`src/logic/serial_cfg_map.vh`:
```
// register offsets, field positions and reset values of the serial configuration block
`ifndef SERIAL_CFG_MAP_VH
`define SERIAL_CFG_MAP_VH
`define ADDR_BAUD        4'h0
`define ADDR_CTRL        4'h1
`define ADDR_TXDATA      4'h2
`define ADDR_RXDATA      4'h3
`define ADDR_STATUS      4'h4
`define ADDR_IRQ_STAT    4'h5
`define ADDR_IRQ_MASK    4'h6
`define CTRL_RESET       16'h0000
`define CTRL_WMASK       16'h7FFF
`define BIT_LOOP         14
`define BIT_OPEN_DRAIN   13
`define BIT_IDLE_KIND    12
`define BIT_PAR_ODD      11
`define BIT_PAR_ON       10
`define BIT_NINE         9
`define BIT_WAKE_ADDR    8
`define BIT_TX_ON        3
`define BIT_RX_ON        2
`define BIT_RX_WAKEUP    1
`define BIT_BREAK        0
`define EV_TX_EMPTY      0
`define EV_TX_DONE       1
`define EV_RX_FULL       2
`define EV_IDLE          3
`define OVERSAMPLE       32
`define HALF_SAMPLE      16
`endif

```
`src/logic/baud_tick_gen.v`:
```
// baud tick generator: one tick per bit period (clock / (32 * divisor))
`timescale 1ns/1ps
module baud_tick_gen #(
    parameter DIV_W = 13,
    parameter OVS   = 32
) (
    // clock and reset
    input  wire             clk_i,
    input  wire             rst_b_i,
    // divisor and tick
    input  wire [DIV_W-1:0] divisor_i,
    output reg              tick_o
);
    reg [DIV_W-1:0] pre_q;
    reg [4:0]       ovs_q;

    always @(posedge clk_i or negedge rst_b_i) begin
        if (!rst_b_i) begin
            pre_q  <= {DIV_W{1'b0}};
            ovs_q  <= 5'h00;
            tick_o <= 1'b0;
        end else if (divisor_i == {DIV_W{1'b0}}) begin
            // zero divisor halts the generator outright
            pre_q  <= {DIV_W{1'b0}};
            ovs_q  <= 5'h00;
            tick_o <= 1'b0;
        end else begin
            tick_o <= 1'b0;
            if (pre_q >= divisor_i - 1'b1) begin
                pre_q <= {DIV_W{1'b0}};
                ovs_q <= ovs_q + 5'h01;
                if (ovs_q == OVS[4:0] - 5'h01) begin
                    tick_o <= 1'b1;
                end
            end else begin
                pre_q <= pre_q + 1'b1;
            end
        end
    end
endmodule

```
`src/logic/serial_cfg_top.v`:
```
// serial port: baud divisor, control register, transmitter, receiver, interrupts
// Functional notes
// - bit rate is system clock divided by 32 times the 13-bit divisor
// - a zero divisor stops the baud generator completely
// - loopback bit feeds transmitter output back into the receiver
// - open-drain bit makes transmit pin drive low only
// - idle count starts on first one, or after stop bit when set
// - parity only when enabled; even when type bit clear, odd when set
// - control holds frame, wake, irq enables, tx/rx enable, wakeup, break; reset clears
// - hardware may change the receiver wakeup bit on receive conditions
// - control bit 15 reads zero and ignores writes
`timescale 1ns/1ps
`include "serial_cfg_map.vh"
module serial_cfg_top #(
    parameter DIV_W = 13
) (
    // clock and reset
    input  wire        clk_i,
    input  wire        rst_b_i,
    // register port
    input  wire [3:0]  addr_i,
    input  wire [15:0] wdata_i,
    input  wire        wr_i,
    input  wire        rd_i,
    output reg  [15:0] rdata_o,
    // serial line
    input  wire        rxd_i,
    output reg         txd_o,
    output reg         txd_oe_o,
    // interrupt
    output reg         irq_o
);
    ////////////////////////////////////////////////////////////////////////
    reg [DIV_W-1:0] baud_q;
    reg [15:0]      ctrl_q;
    reg [3:0]       irq_stat_q;
    reg [3:0]       irq_mask_q;
    reg [8:0]       txbuf_q;
    reg             txbuf_full_q;
    reg [10:0]      tsh_q;
    reg [3:0]       tcnt_q;
    reg             tbusy_q;
    reg             tx_line_q;
    reg [7:0]       rxbuf_q;
    reg             rx_full_q;
    reg             rx_perr_q;
    wire            tick;
    wire [7:0]      rx_data;
    wire            rx_done;
    wire            rx_perr;
    wire            rx_idle;

    function par_bit;
        input [8:0] d;
        input       nine;
        input       odd;
        begin
            par_bit = (^d[7:0]) ^ (nine & d[8]) ^ odd;
        end
    endfunction

    baud_tick_gen #(.DIV_W(DIV_W), .OVS(`OVERSAMPLE)) u_baud (
        .clk_i     (clk_i),
        .rst_b_i   (rst_b_i),
        .divisor_i (baud_q),
        .tick_o    (tick)
    );

    // internal loop path ignores the pin entirely
    wire rx_line = ctrl_q[`BIT_LOOP] ? tx_line_q : rxd_i;

    serial_rx u_rx (
        .clk_i       (clk_i),
        .rst_b_i     (rst_b_i),
        .enable_i    (ctrl_q[`BIT_RX_ON]),
        .pre_i       (9'h000),
        .nine_i      (ctrl_q[`BIT_NINE]),
        .par_on_i    (ctrl_q[`BIT_PAR_ON]),
        .par_odd_i   (ctrl_q[`BIT_PAR_ODD]),
        .idle_kind_i (ctrl_q[`BIT_IDLE_KIND]),
        .line_i      (rx_line),
        .tick_i      (tick),
        .data_o      (rx_data),
        .done_o      (rx_done),
        .perr_o      (rx_perr),
        .idle_o      (rx_idle)
    );

    ////////////////////////////////////////////////////////////////////////
    // transmitter
    wire [3:0] nbits = {3'h0, ctrl_q[`BIT_NINE]} + 4'd8;
    wire       start_tx = ctrl_q[`BIT_TX_ON] & txbuf_full_q & ~tbusy_q & tick;
    wire [10:0] frame = ctrl_q[`BIT_NINE] ?
        {1'b1, (ctrl_q[`BIT_PAR_ON] ? par_bit(txbuf_q, 1'b0, ctrl_q[`BIT_PAR_ODD]) : txbuf_q[8]),
         txbuf_q[7:0], 1'b0} :
        {2'b11, (ctrl_q[`BIT_PAR_ON] ? par_bit(txbuf_q & 9'h07F, 1'b0, ctrl_q[`BIT_PAR_ODD]) : txbuf_q[7]),
         txbuf_q[6:0], 1'b0};
    wire tx_write = wr_i & (addr_i == `ADDR_TXDATA);

    always @(posedge clk_i or negedge rst_b_i) begin
        if (!rst_b_i) begin
            tsh_q <= 11'h7FF; tcnt_q <= 4'h0; tbusy_q <= 1'b0;
            tx_line_q <= 1'b1; txbuf_q <= 9'h000; txbuf_full_q <= 1'b0;
        end else begin
            if (start_tx) begin
                // start, data lsb first, parity in top data slot, stop
                tsh_q <= frame; tcnt_q <= 4'h0; tbusy_q <= 1'b1;
                txbuf_full_q <= 1'b0;
            end else if (tbusy_q && tick) begin
                tx_line_q <= tsh_q[0];
                tsh_q <= {1'b1, tsh_q[10:1]};
                tcnt_q <= tcnt_q + 4'h1;
                if (tcnt_q == nbits + 4'd1) tbusy_q <= 1'b0;
            end else if (!tbusy_q && tick) begin
                tx_line_q <= ~ctrl_q[`BIT_BREAK];
            end
            if (tx_write) begin
                txbuf_q <= wdata_i[8:0];
                txbuf_full_q <= 1'b1;
            end
        end
    end
    wire tx_done_ev = tbusy_q & tick & (tcnt_q == nbits + 4'd1);

    // pin: open-drain releases instead of driving high
    always @(posedge clk_i or negedge rst_b_i) begin
        if (!rst_b_i) begin
            txd_o <= 1'b1; txd_oe_o <= 1'b0;
        end else begin
            txd_o <= tx_line_q;
            txd_oe_o <= ctrl_q[`BIT_TX_ON] & (~ctrl_q[`BIT_OPEN_DRAIN] | ~tx_line_q);
        end
    end

    ////////////////////////////////////////////////////////////////////////
    // registers; software should not alter control during a frame
    wire [3:0] ev = {rx_idle, rx_done, tx_done_ev, start_tx};
    wire       addr_match = rx_done & ctrl_q[`BIT_WAKE_ADDR] & (rx_data[7] | ctrl_q[`BIT_NINE]);
    wire       idle_wake = rx_idle & ~ctrl_q[`BIT_WAKE_ADDR];

    always @(posedge clk_i or negedge rst_b_i) begin
        if (!rst_b_i) begin
            baud_q <= {DIV_W{1'b0}}; ctrl_q <= `CTRL_RESET;
            irq_stat_q <= 4'h0; irq_mask_q <= 4'h0;
            rxbuf_q <= 8'h00; rx_full_q <= 1'b0; rx_perr_q <= 1'b0;
        end else begin
            if (wr_i && addr_i == `ADDR_BAUD) baud_q <= wdata_i[DIV_W-1:0];
            if (wr_i && addr_i == `ADDR_CTRL) ctrl_q <= wdata_i & `CTRL_WMASK;
            // receiver wakes itself on idle or address frame
            if (ctrl_q[`BIT_RX_WAKEUP] && (addr_match || idle_wake)) ctrl_q[`BIT_RX_WAKEUP] <= 1'b0;
            if (wr_i && addr_i == `ADDR_IRQ_MASK) irq_mask_q <= wdata_i[3:0];
            // set wins over write-one-to-clear
            irq_stat_q <= (irq_stat_q & ~((wr_i && addr_i == `ADDR_IRQ_STAT) ? wdata_i[3:0] : 4'h0)) | ev;
            if (rx_done && !ctrl_q[`BIT_RX_WAKEUP]) begin
                rxbuf_q <= rx_data; rx_full_q <= 1'b1; rx_perr_q <= rx_perr;
            end else if (rd_i && addr_i == `ADDR_RXDATA) begin
                rx_full_q <= 1'b0;
            end
        end
    end

    always @(posedge clk_i or negedge rst_b_i) begin
        if (!rst_b_i) begin
            rdata_o <= 16'h0000; irq_o <= 1'b0;
        end else begin
            irq_o <= |(irq_stat_q & irq_mask_q & {ctrl_q[4], ctrl_q[5], ctrl_q[6], ctrl_q[7]});
            rdata_o <= 16'h0000;
            if (rd_i) begin
                case (addr_i)
                    `ADDR_BAUD:     rdata_o <= {{(16-DIV_W){1'b0}}, baud_q};
                    `ADDR_CTRL:     rdata_o <= ctrl_q;
                    `ADDR_RXDATA:   rdata_o <= {8'h00, rxbuf_q};
                    `ADDR_STATUS:   rdata_o <= {11'h000, rx_perr_q, rx_full_q, tbusy_q, txbuf_full_q, ~txbuf_full_q};
                    `ADDR_IRQ_STAT: rdata_o <= {12'h000, irq_stat_q};
                    `ADDR_IRQ_MASK: rdata_o <= {12'h000, irq_mask_q};
                    default:        rdata_o <= 16'h0000;
                endcase
            end
        end
    end
endmodule

```
`src/logic/serial_rx.v`:
```
// receiver: start detect, one sample per bit tick, parity check, idle detect
`timescale 1ns/1ps
module serial_rx (
    // clock and reset
    input  wire       clk_i,
    input  wire       rst_b_i,
    // configuration
    input  wire       enable_i,
    input  wire [8:0] pre_i,
    input  wire       nine_i,
    input  wire       par_on_i,
    input  wire       par_odd_i,
    input  wire       idle_kind_i,
    // line and bit-period timing
    input  wire       line_i,
    input  wire       tick_i,
    // results
    output reg  [7:0] data_o,
    output reg        done_o,
    output reg        perr_o,
    output reg        idle_o
);
    reg [3:0] cnt_q;
    reg       busy_q;
    reg [8:0] sh_q;
    reg [3:0] idle_cnt_q;
    reg       idle_arm_q;
    reg       idle_seen_q;
    wire [3:0] nbits = {3'h0, nine_i} + 4'd8;

    always @(posedge clk_i or negedge rst_b_i) begin
        if (!rst_b_i) begin
            cnt_q <= 4'h0; busy_q <= 1'b0; sh_q <= 9'h000;
            data_o <= 8'h00; done_o <= 1'b0; perr_o <= 1'b0; idle_o <= 1'b0;
            idle_cnt_q <= 4'h0; idle_arm_q <= 1'b0; idle_seen_q <= 1'b0;
        end else begin
            done_o <= 1'b0;
            idle_o <= 1'b0;
            if (!enable_i) begin
                busy_q <= 1'b0;
            end else if (tick_i) begin
                if (!busy_q) begin
                    if (!line_i) begin
                        busy_q <= 1'b1; cnt_q <= 4'h0; idle_seen_q <= 1'b0; idle_arm_q <= 1'b0;
                    end else if (!idle_kind_i || idle_arm_q) begin
                        // short kind counts from any one, long only after a stop bit
                        if (idle_cnt_q == nbits + 4'd1) begin
                            if (!idle_seen_q) idle_o <= 1'b1;
                            idle_seen_q <= 1'b1;
                        end else begin
                            idle_cnt_q <= idle_cnt_q + 4'h1;
                        end
                    end
                    if (!line_i) idle_cnt_q <= 4'h0;
                end else if (cnt_q == nbits) begin
                    busy_q <= 1'b0;
                    idle_arm_q <= 1'b1;
                    idle_cnt_q <= 4'h0;
                    // an eight-bit frame ends one slot higher in the shifter than a nine-bit one
                    data_o <= nine_i ? sh_q[7:0] : sh_q[8:1];
                    perr_o <= par_on_i & ((nine_i ? ^sh_q[8:0] : ^sh_q[8:1]) ^ par_odd_i);
                    done_o <= 1'b1;
                end else begin
                    sh_q <= {line_i, sh_q[8:1]};
                    cnt_q <= cnt_q + 4'h1;
                end
            end
        end
    end
    wire unused_pre = ^pre_i;
endmodule

```
`config.mk`:
```
export PLATFORM = sky130hd
export DESIGN_NAME = serial_cfg_top
export DESIGN_NICKNAME = d
export VERILOG_FILES = /design/src/logic/baud_tick_gen.v /design/src/logic/serial_cfg_top.v /design/src/logic/serial_rx.v
export VERILOG_INCLUDE_DIRS = /design/src /design/src/logic
export SDC_FILE = /design/constraint.sdc
export NUM_CORES = 1
export LEC_CHECK = 0
export BUFFER_PORTS_ARGS = -buffer_cell sky130_fd_sc_hd__buf_2
export CAP_MARGIN = 40
export CORE_MARGIN = 8
export CORE_UTILIZATION = 35
export CTS_CLUSTER_SIZE = 24
export DETAILED_ROUTE_END_ITERATION = 7
export SLEW_MARGIN = 30
export SYNTH_ARGS = -nofsm -noshare
export SYNTH_HDL_FRONTEND = slang
export SYNTH_SLANG_ARGS = --single-unit
```
`constraint.sdc`:
```
create_clock -name clk_i -period 5.67 [get_ports clk_i]
set_input_delay 0.2835 -clock clk_i [delete_from_list [all_inputs] [get_ports clk_i]]
set_output_delay 0.2835 -clock clk_i [all_outputs]
set_load 0.02 [all_outputs]
```
**Word level (Yosys, flattened, before mapping)**

Cells that the tools add are included.

- Input bits: 25
- Register bits: 142

- Bitwise operators: 30
- Eq/ne operators: 18
- Reduce and logical (&&, ||, !) cells: 36
- Muxes and demuxes: 61
- $lt $le $gt $ge: 1
- Add/sub/neg operators: 8

Operators with widths:

| operator | number |
|---|---|
| $pmux W15 S6 | 1 |
| $mux W4 | 11 |
| $mux W1 | 39 |
| $mux W13 | 2 |
| $reduce_xor A8 Y1 | 3 |
| $mux W11 | 2 |
| $add A4 B1 Y4 const B | 4 |
| $mux W16 | 1 |
| $reduce_and A4 Y1 | 4 |
| $reduce_bool A2 Y1 | 7 |
| $add A13 B1 Y13 const B | 1 |
| $ge A13 B13 Y1 | 1 |
| $logic_not A13 Y1 | 1 |
| $sub A13 B1 Y13 const B | 1 |
| $and A4 B4 Y4 | 3 |
| $eq A4 B3 Y1 const B | 3 |
| $eq A4 B4 Y1 | 3 |
| $and A1 B1 Y1 | 11 |
| $mux W10 | 1 |
| $mux W5 | 2 |
| $ne A2 B2 Y1 const B | 5 |
| $reduce_and A5 Y1 | 2 |
| $logic_and A1 B1 Y1 | 9 |
| $not A1 Y1 | 9 |
| other kinds (19) | 28 |

**Logic depth before layout (Yosys ltp)**

- Depth after elaboration: 9
- Gate-level depth with buffers: 13
- Mapped depth without buffers: 12

**By module**

A second synthesis with hierarchy kept.

- Cells, all modules: 611
- Area total of the unflattened synthesis: 6,936.7 um2

By module, submodules not included:

| module | times used | cells an instance | area an instance (um2) |
|---|---|---|---|
| serial_cfg_top | 1 | 317 | 3,932.5 |
| serial_rx | 1 | 137 | 1,556.5 |
| baud_tick_gen | 1 | 157 | 1,447.6 |

**Worst setup path after synthesis**

No wires, ideal clock.

- Path kind: register -> register
- Start: register baud_q[0]
- End: register u_baud.pre_q[10]
- Buffers on the path: 1
- Required time: 5.599 ns
- Arrival: 3.141 ns
- Cell stages (with the launch flop): 14
- Period minus slack after synthesis: 3.213 ns
- Slack: 2.457 ns
- Path through: dfrtp_1 -> inv_1 -> ha_1 -> or3b_4 -> nand4b_4 -> nor4_1 -> nor2_1 -> ha_1 -> and4_1 -> and2_1 -> a32oi_1 -> nand3_2 -> buf_6 -> nor2_1

- Cells in the longest elaborated chain, start to end: 4

Ends and longest elaborated chain:

| item | RTL line | source |
|---|---|---|
| from (decl) | serial_cfg_top.v:34 | `reg [DIV_W-1:0] baud_q;` |
| from (signal assigned) | serial_cfg_top.v:143 | `` baud_q <= {DIV_W{1'b0}}; ctrl_q <= `CTRL_RESET; `` |
| from (signal assigned) | serial_cfg_top.v:147 | `` if (wr_i && addr_i == `ADDR_BAUD) baud_q <= wdata_i[DIV_W-1:0]; `` |
| $sub A13 B1 Y13 | baud_tick_gen.v:29 | `if (pre_q >= divisor_i - 1'b1) begin` |
| $ge A13 B13 Y1 | baud_tick_gen.v:29 |  |
| $mux W13 | baud_tick_gen.v:29 |  |
| $mux W13 * | baud_tick_gen.v:22 | `end else if (divisor_i == {DIV_W{1'b0}}) begin` |
| to (signal assigned) | baud_tick_gen.v:24 | `pre_q <= {DIV_W{1'b0}};` |
| to (signal assigned) | baud_tick_gen.v:30 | `pre_q <= {DIV_W{1'b0}};` |
| to (signal assigned) | baud_tick_gen.v:36 | `pre_q <= pre_q + 1'b1;` |
| to (decl) | baud_tick_gen.v:14 | `reg [DIV_W-1:0] pre_q;` |

Mark *: on every way between the ends. The rest lies on a longest branch, timed or not.
A chain may end at the register's enable or synchronous reset.

**Final worst setup path**

- Start: register baud_q[0]
- End: register u_baud.pre_q[5]

The elaborated chain is that of the path after synthesis.

==> impl_summary.log <==
INFO  metric run_status = complete, no violations
INFO  metric antenna_found_initial = 0
INFO  metric placedInstanceArea = 7380 µm²
INFO  metric max-cap-violations = 0
INFO  metric total_switching_power = 0.840 mW
INFO  metric power.total = 2.93 mW
INFO  metric yosys-mux-area-fraction = 13.9%
INFO  metric synth.ff_latch_count = 140
INFO  metric critical_path_peak_fanout = 13
INFO  metric buffer_ports.inserted = 41
INFO  metric fp.dieArea = 24,500 µm²
INFO  metric cts-htree-levels = 4
INFO  metric final_replace_weighted_congestion = 0.831
INFO  metric critPathSlowestCell = sky130_fd_sc_hd__a32oi_1
INFO  metric final-seq-area = 3520 µm²
INFO  metric finalWorstPathRequiredPeriod = 3.78 ns
INFO  metric finish.net_count = 714
INFO  metric wl_per_cell = 16.7 µm
INFO  metric route.detailed.drc = 0
INFO  metric clk-insertion-delay-late = 0.42 ns
INFO  metric cp_cell_sequence = inv_1 > ha_1 > or3b_4 > nand4b_4 > nor4_1 > nor2_1 > ha_1 > and4_1 > and2_1 > a32oi_1 > nand3_2 > nor2_1
INFO  metric cp_num_buf_inv = 1
INFO  metric layout-area-overhead-vs-synth = 16.2%
INFO  metric core.rowCount = 51
INFO  metric ctsResizeCount = 0
INFO  metric design_area_final = 8030 µm²
INFO  metric cts_tree = yes
INFO  metric post-cts-setup-buffer-count = 0
INFO  metric critical_path.top_delay_family = simple AND/OR/NAND/NOR gates
INFO  metric timing_worst_setup_path_type = reg -> reg
INFO  metric seq_power_share = 42.5%
INFO  metric pwr-share-clk = 38.9%
INFO  metric gr-usage-all-layers = 13.6%
INFO  metric timing.critical_path.to_type = flop
INFO  metric yosys.area_share.simple = 14.6%
INFO  metric syn_nets = 672
INFO  metric filler_cell_count = 1,893
INFO  metric yosys.cell_types.count = 62
INFO  metric synth_enable_flop_cells = 0
INFO  metric postSynthCellCount = 627
INFO  metric fin_crit_sh = 66.6%
INFO  metric boundaryPins = 44
INFO  metric worst_ir_drop_vdd = 219 µV
INFO  metric finalSetupTns = 0 ns
INFO  metric multi_input_area = 3230 µm²
INFO  metric report.final.slew_viol_count = 0
INFO  metric synth-warning-count = 0
INFO  metric routed_wl = 15.8 mm
INFO  metric starting_density = 35.6%
INFO  metric asyncSetResetFlopFracSynth = 100%
INFO  metric grt_setup_unrepaired = no
INFO  metric synth-seq-area-share = 50.9%
INFO  metric firstDrtPassIters = 4
INFO  metric netlist_area = 6920 µm²
INFO  metric final.setup_skew = 0.00906 ns
INFO  metric average_vias_per_placed_instance = 5.18
INFO  metric grt_start_max_net_pins = 87
INFO  metric cts.reportedPaths.clkPinSlew = 0.06 ns
INFO  metric ys.flop_type = sky130_fd_sc_hd__dfrtp_1
INFO  metric clock_sink_count = 140
INFO  metric timing.final.setup_violations = 0
INFO  metric total_power_divided_by_cell_area = 365 nW/µm²
INFO  metric tightest_slew = 0.821 ns
INFO  metric cts_root_buf = sky130_fd_sc_hd__clkbuf_16
INFO  metric gr-total-overflow = 0
INFO  metric antenna_left = 0
INFO  metric synth_compound_area_share = 9.39%
INFO  metric arithmetic_cell_share_of_the_synthesized_area_counting_full_adders_half_adders_and_majority_gates = 3.62%
INFO  metric min_path_type = in -> reg
INFO  metric hold_buffers = 1
INFO  metric worst_path_largest_cell_delay = 0.50 ns
INFO  metric avgSynthCellArea = 11.0 µm²
INFO  metric fin_util = 41.4%
INFO  metric yosys.area_share.xor_xnor = 5.21%
INFO  metric power_report.internal_total = 2.09 mW
INFO  metric number_of_buffers_on_the_longest_clock_path = 2
INFO  metric dp_hpwl = 11.6 mm
INFO  metric final_layout_size_suffix_gt1_share = 22.7%
INFO  metric worst_setup_path_start_kind = flop
INFO  metric die_x = 157 µm
INFO  metric max_slew_margin = 45.1%
INFO  metric final_hold_fails = 0
INFO  metric power.leakage = 3.73 nW
INFO  metric dieHeight = 157 µm
INFO  metric worstPathRequired = 6.01 ns
INFO  metric antennaDiodeCount = 0
INFO  metric vias = 4,906
INFO  metric grt_pass1_wl = 26.3 mm
INFO  metric worst-endpoint-arrival = 4.12 ns
INFO  metric fmax = 0.265 GHz
INFO  metric cts_inserted_buffers = 17
INFO  metric detailedRoute.firstIterationViolations = 332
INFO  metric power.share.combinational = 18.6%
INFO  metric core = 19,400 µm²
INFO  metric grt_pass1_vias = 4,990
INFO  metric final_hold_slack = 0.0984 ns
INFO  metric power.switching_fraction = 28.7%
INFO  metric synth_top_family_by_area = simple AND/OR/NAND/NOR gates
==> cells in the final DEF, fill, tap and decap left out, types with 4 or more instances in the layout <==
cell type	netlist	layout
sky130_fd_sc_hd__nor2_1	48	48
sky130_fd_sc_hd__nor2b_1	7	7
sky130_fd_sc_hd__nand2b_1	6	6
sky130_fd_sc_hd__clkbuf_16	0	17
sky130_fd_sc_hd__nand4_1	5	5
sky130_fd_sc_hd__a311oi_1	4	4
sky130_fd_sc_hd__o21ai_0	36	36
sky130_fd_sc_hd__nor4_1	4	4
sky130_fd_sc_hd__clkinv_2	0	4
sky130_fd_sc_hd__a21o_1	4	4
sky130_fd_sc_hd__dfstp_2	12	12
sky130_fd_sc_hd__a211oi_1	6	6
sky130_fd_sc_hd__nand2_1	52	52
sky130_fd_sc_hd__nor3_1	7	7
sky130_fd_sc_hd__xnor2_1	19	19
sky130_fd_sc_hd__or3_1	4	4
sky130_fd_sc_hd__xor2_1	17	17
sky130_fd_sc_hd__a21oi_1	24	24
sky130_fd_sc_hd__and3_1	7	7
sky130_fd_sc_hd__ha_1	20	20
sky130_fd_sc_hd__mux2_2	56	56
sky130_fd_sc_hd__buf_2	6	40
sky130_fd_sc_hd__inv_1	15	15
sky130_fd_sc_hd__dfrtp_1	128	128
sky130_fd_sc_hd__a31oi_1	6	6
sky130_fd_sc_hd__mux2i_1	33	33
sky130_fd_sc_hd__nand3_1	31	31
==> synthesized netlist by cell type, types with 3 or more instances <==
cell type	count	area (µm²)
sky130_fd_sc_hd__nor3b_1	3	22.5
sky130_fd_sc_hd__mux2_2	56	631
sky130_fd_sc_hd__or3_1	4	25.0
sky130_fd_sc_hd__nand2b_1	6	37.5
sky130_fd_sc_hd__nor2_1	48	180
sky130_fd_sc_hd__xor2_1	17	149
sky130_fd_sc_hd__dfrtp_1	128	3200
sky130_fd_sc_hd__o21ai_0	36	180
sky130_fd_sc_hd__and3_1	7	43.8
sky130_fd_sc_hd__a21oi_1	24	120
sky130_fd_sc_hd__a21o_1	4	30.0
sky130_fd_sc_hd__a21boi_0	3	22.5
sky130_fd_sc_hd__nor2b_1	7	43.8
sky130_fd_sc_hd__a31oi_1	6	37.5
sky130_fd_sc_hd__nor4_1	4	25.0
sky130_fd_sc_hd__and4_1	3	26.3
sky130_fd_sc_hd__ha_1	20	250
sky130_fd_sc_hd__a311oi_1	4	35.0
sky130_fd_sc_hd__a211oi_1	6	45.0
sky130_fd_sc_hd__buf_2	6	30.0
sky130_fd_sc_hd__and2_1	3	18.8
sky130_fd_sc_hd__dfstp_2	12	315
sky130_fd_sc_hd__nand3_1	31	155
sky130_fd_sc_hd__nand2_1	52	195
sky130_fd_sc_hd__nor3_1	7	35.0
sky130_fd_sc_hd__inv_1	15	56.3
sky130_fd_sc_hd__clkbuf_1	14	52.6
sky130_fd_sc_hd__xnor2_1	19	166
sky130_fd_sc_hd__mux2i_1	33	330
sky130_fd_sc_hd__a22o_1	3	26.3
sky130_fd_sc_hd__or4_1	3	22.5
sky130_fd_sc_hd__nand4_1	5	31.3
==> worst reg2reg max path, delay by kind of cell (launching register included) <==
kind                     cells  cell delay [ns]
adder cells (fa/ha/maj)      2             0.53
AO/OA/AOI/OAI                1             0.50
buffers and inverters        1             0.11
AND/OR/NAND/NOR              8             2.12
flip-flops                   1             0.43
==> state kept, by name (all words and copies together), names as in the netlist, 4 cells and up <==
| signal | cells |
|---|---|
| tcnt_q | 4 |
| u_rx.idle_cnt_q | 4 |
| u_baud.pre_q | 13 |
| u_rx.data_o | 8 |
| irq_stat_q | 4 |
| rxbuf_q | 8 |
| tsh_q | 10 |
| u_baud.ovs_q | 5 |
| txbuf_q | 9 |
| ctrl_q | 15 |
| rdata_o | 15 |
| u_rx.sh_q | 9 |
| u_rx.cnt_q | 4 |
| baud_q | 13 |
| irq_mask_q | 4 |
==> final timing paths <==
path / from / endpoint / slack [ns] / cells past startpoint
max in group asynchronous: rst_b_i / rxbuf_q[7]$_DFFE_PN0P_ / 4.05 / 4
max reg2reg: baud_q[0]$_DFFE_PN0P_ / u_baud.pre_q[5]$_DFF_PN0_ / 1.89 / 12
max: baud_q[0]$_DFFE_PN0P_ / u_baud.pre_q[5]$_DFF_PN0_ / 1.89 / 12
min reg2reg: tx_line_q$_DFFE_PN1P_ / txd_o$_DFF_PN1_ / 0.42 / 0
min: wdata_i[13] / ctrl_q[13]$_DFFE_PN0P_ / 0.1 / 2
min in group asynchronous: rst_b_i / rdata_o[13]$_DFF_PN0_ / 0.31 / 2
==> cell type report <==
type	instances	area share, %
flip-flops and latches	140	43.8
multi-input cells	448	40.2
inverters	15	0.701
repair buffers	47	3.52
well taps	265	4.13
clock inverters	11	1.76
clock buffers	21	5.86
==> per-layer routing <==
layer / vias to the layer above / track usage (%) / part of all wire, %
met5: - / 0 / 0
met1: 2468 / 17.5 / 45
met2: 89 / 22.2 / 49
li1: 2330 / - / -
met4: 0 / 4.30 / 1.8
met3: 19 / 3.28 / 3.7
==> logic make-up (layout without fill, tap and decap cells) <==
family / after synthesis / count (layout)
other: 1 / 1
muxes: 89 / 89
xor gates and xnor gates: 38 / 38
DFF: 140 / 140
and+or+nand+nor: 197 / 197
AOI/OAI and AO/OA: 103 / 103
adders and majority gates: 20 / 20
buffers and inverters: 39 / 94
==> through the flow <==
step | setup WS, ns | instances
detailed placement | 1.92 | 912
CTS | 1.92 | 945
finish | 1.89 | 947
global placement | 2.01 | 911
floorplan | 2.46 | 627
global route | 1.60 | 947
==> power by group through the flow <==
stage | clock (mW) | combinational, mW | sequential, mW
after floorplan | 0 | 0.409 | 1.22
after global placement | 0 | 0.519 | 1.26
after detailed placement | 0 | 0.544 | 1.26
after CTS | 1.16 | 0.547 | 1.25
after global routing | 1.22 | 0.608 | 1.26
final | 1.14 | 0.546 | 1.25
No activity file was read; power rests on OpenSTA's default activity.
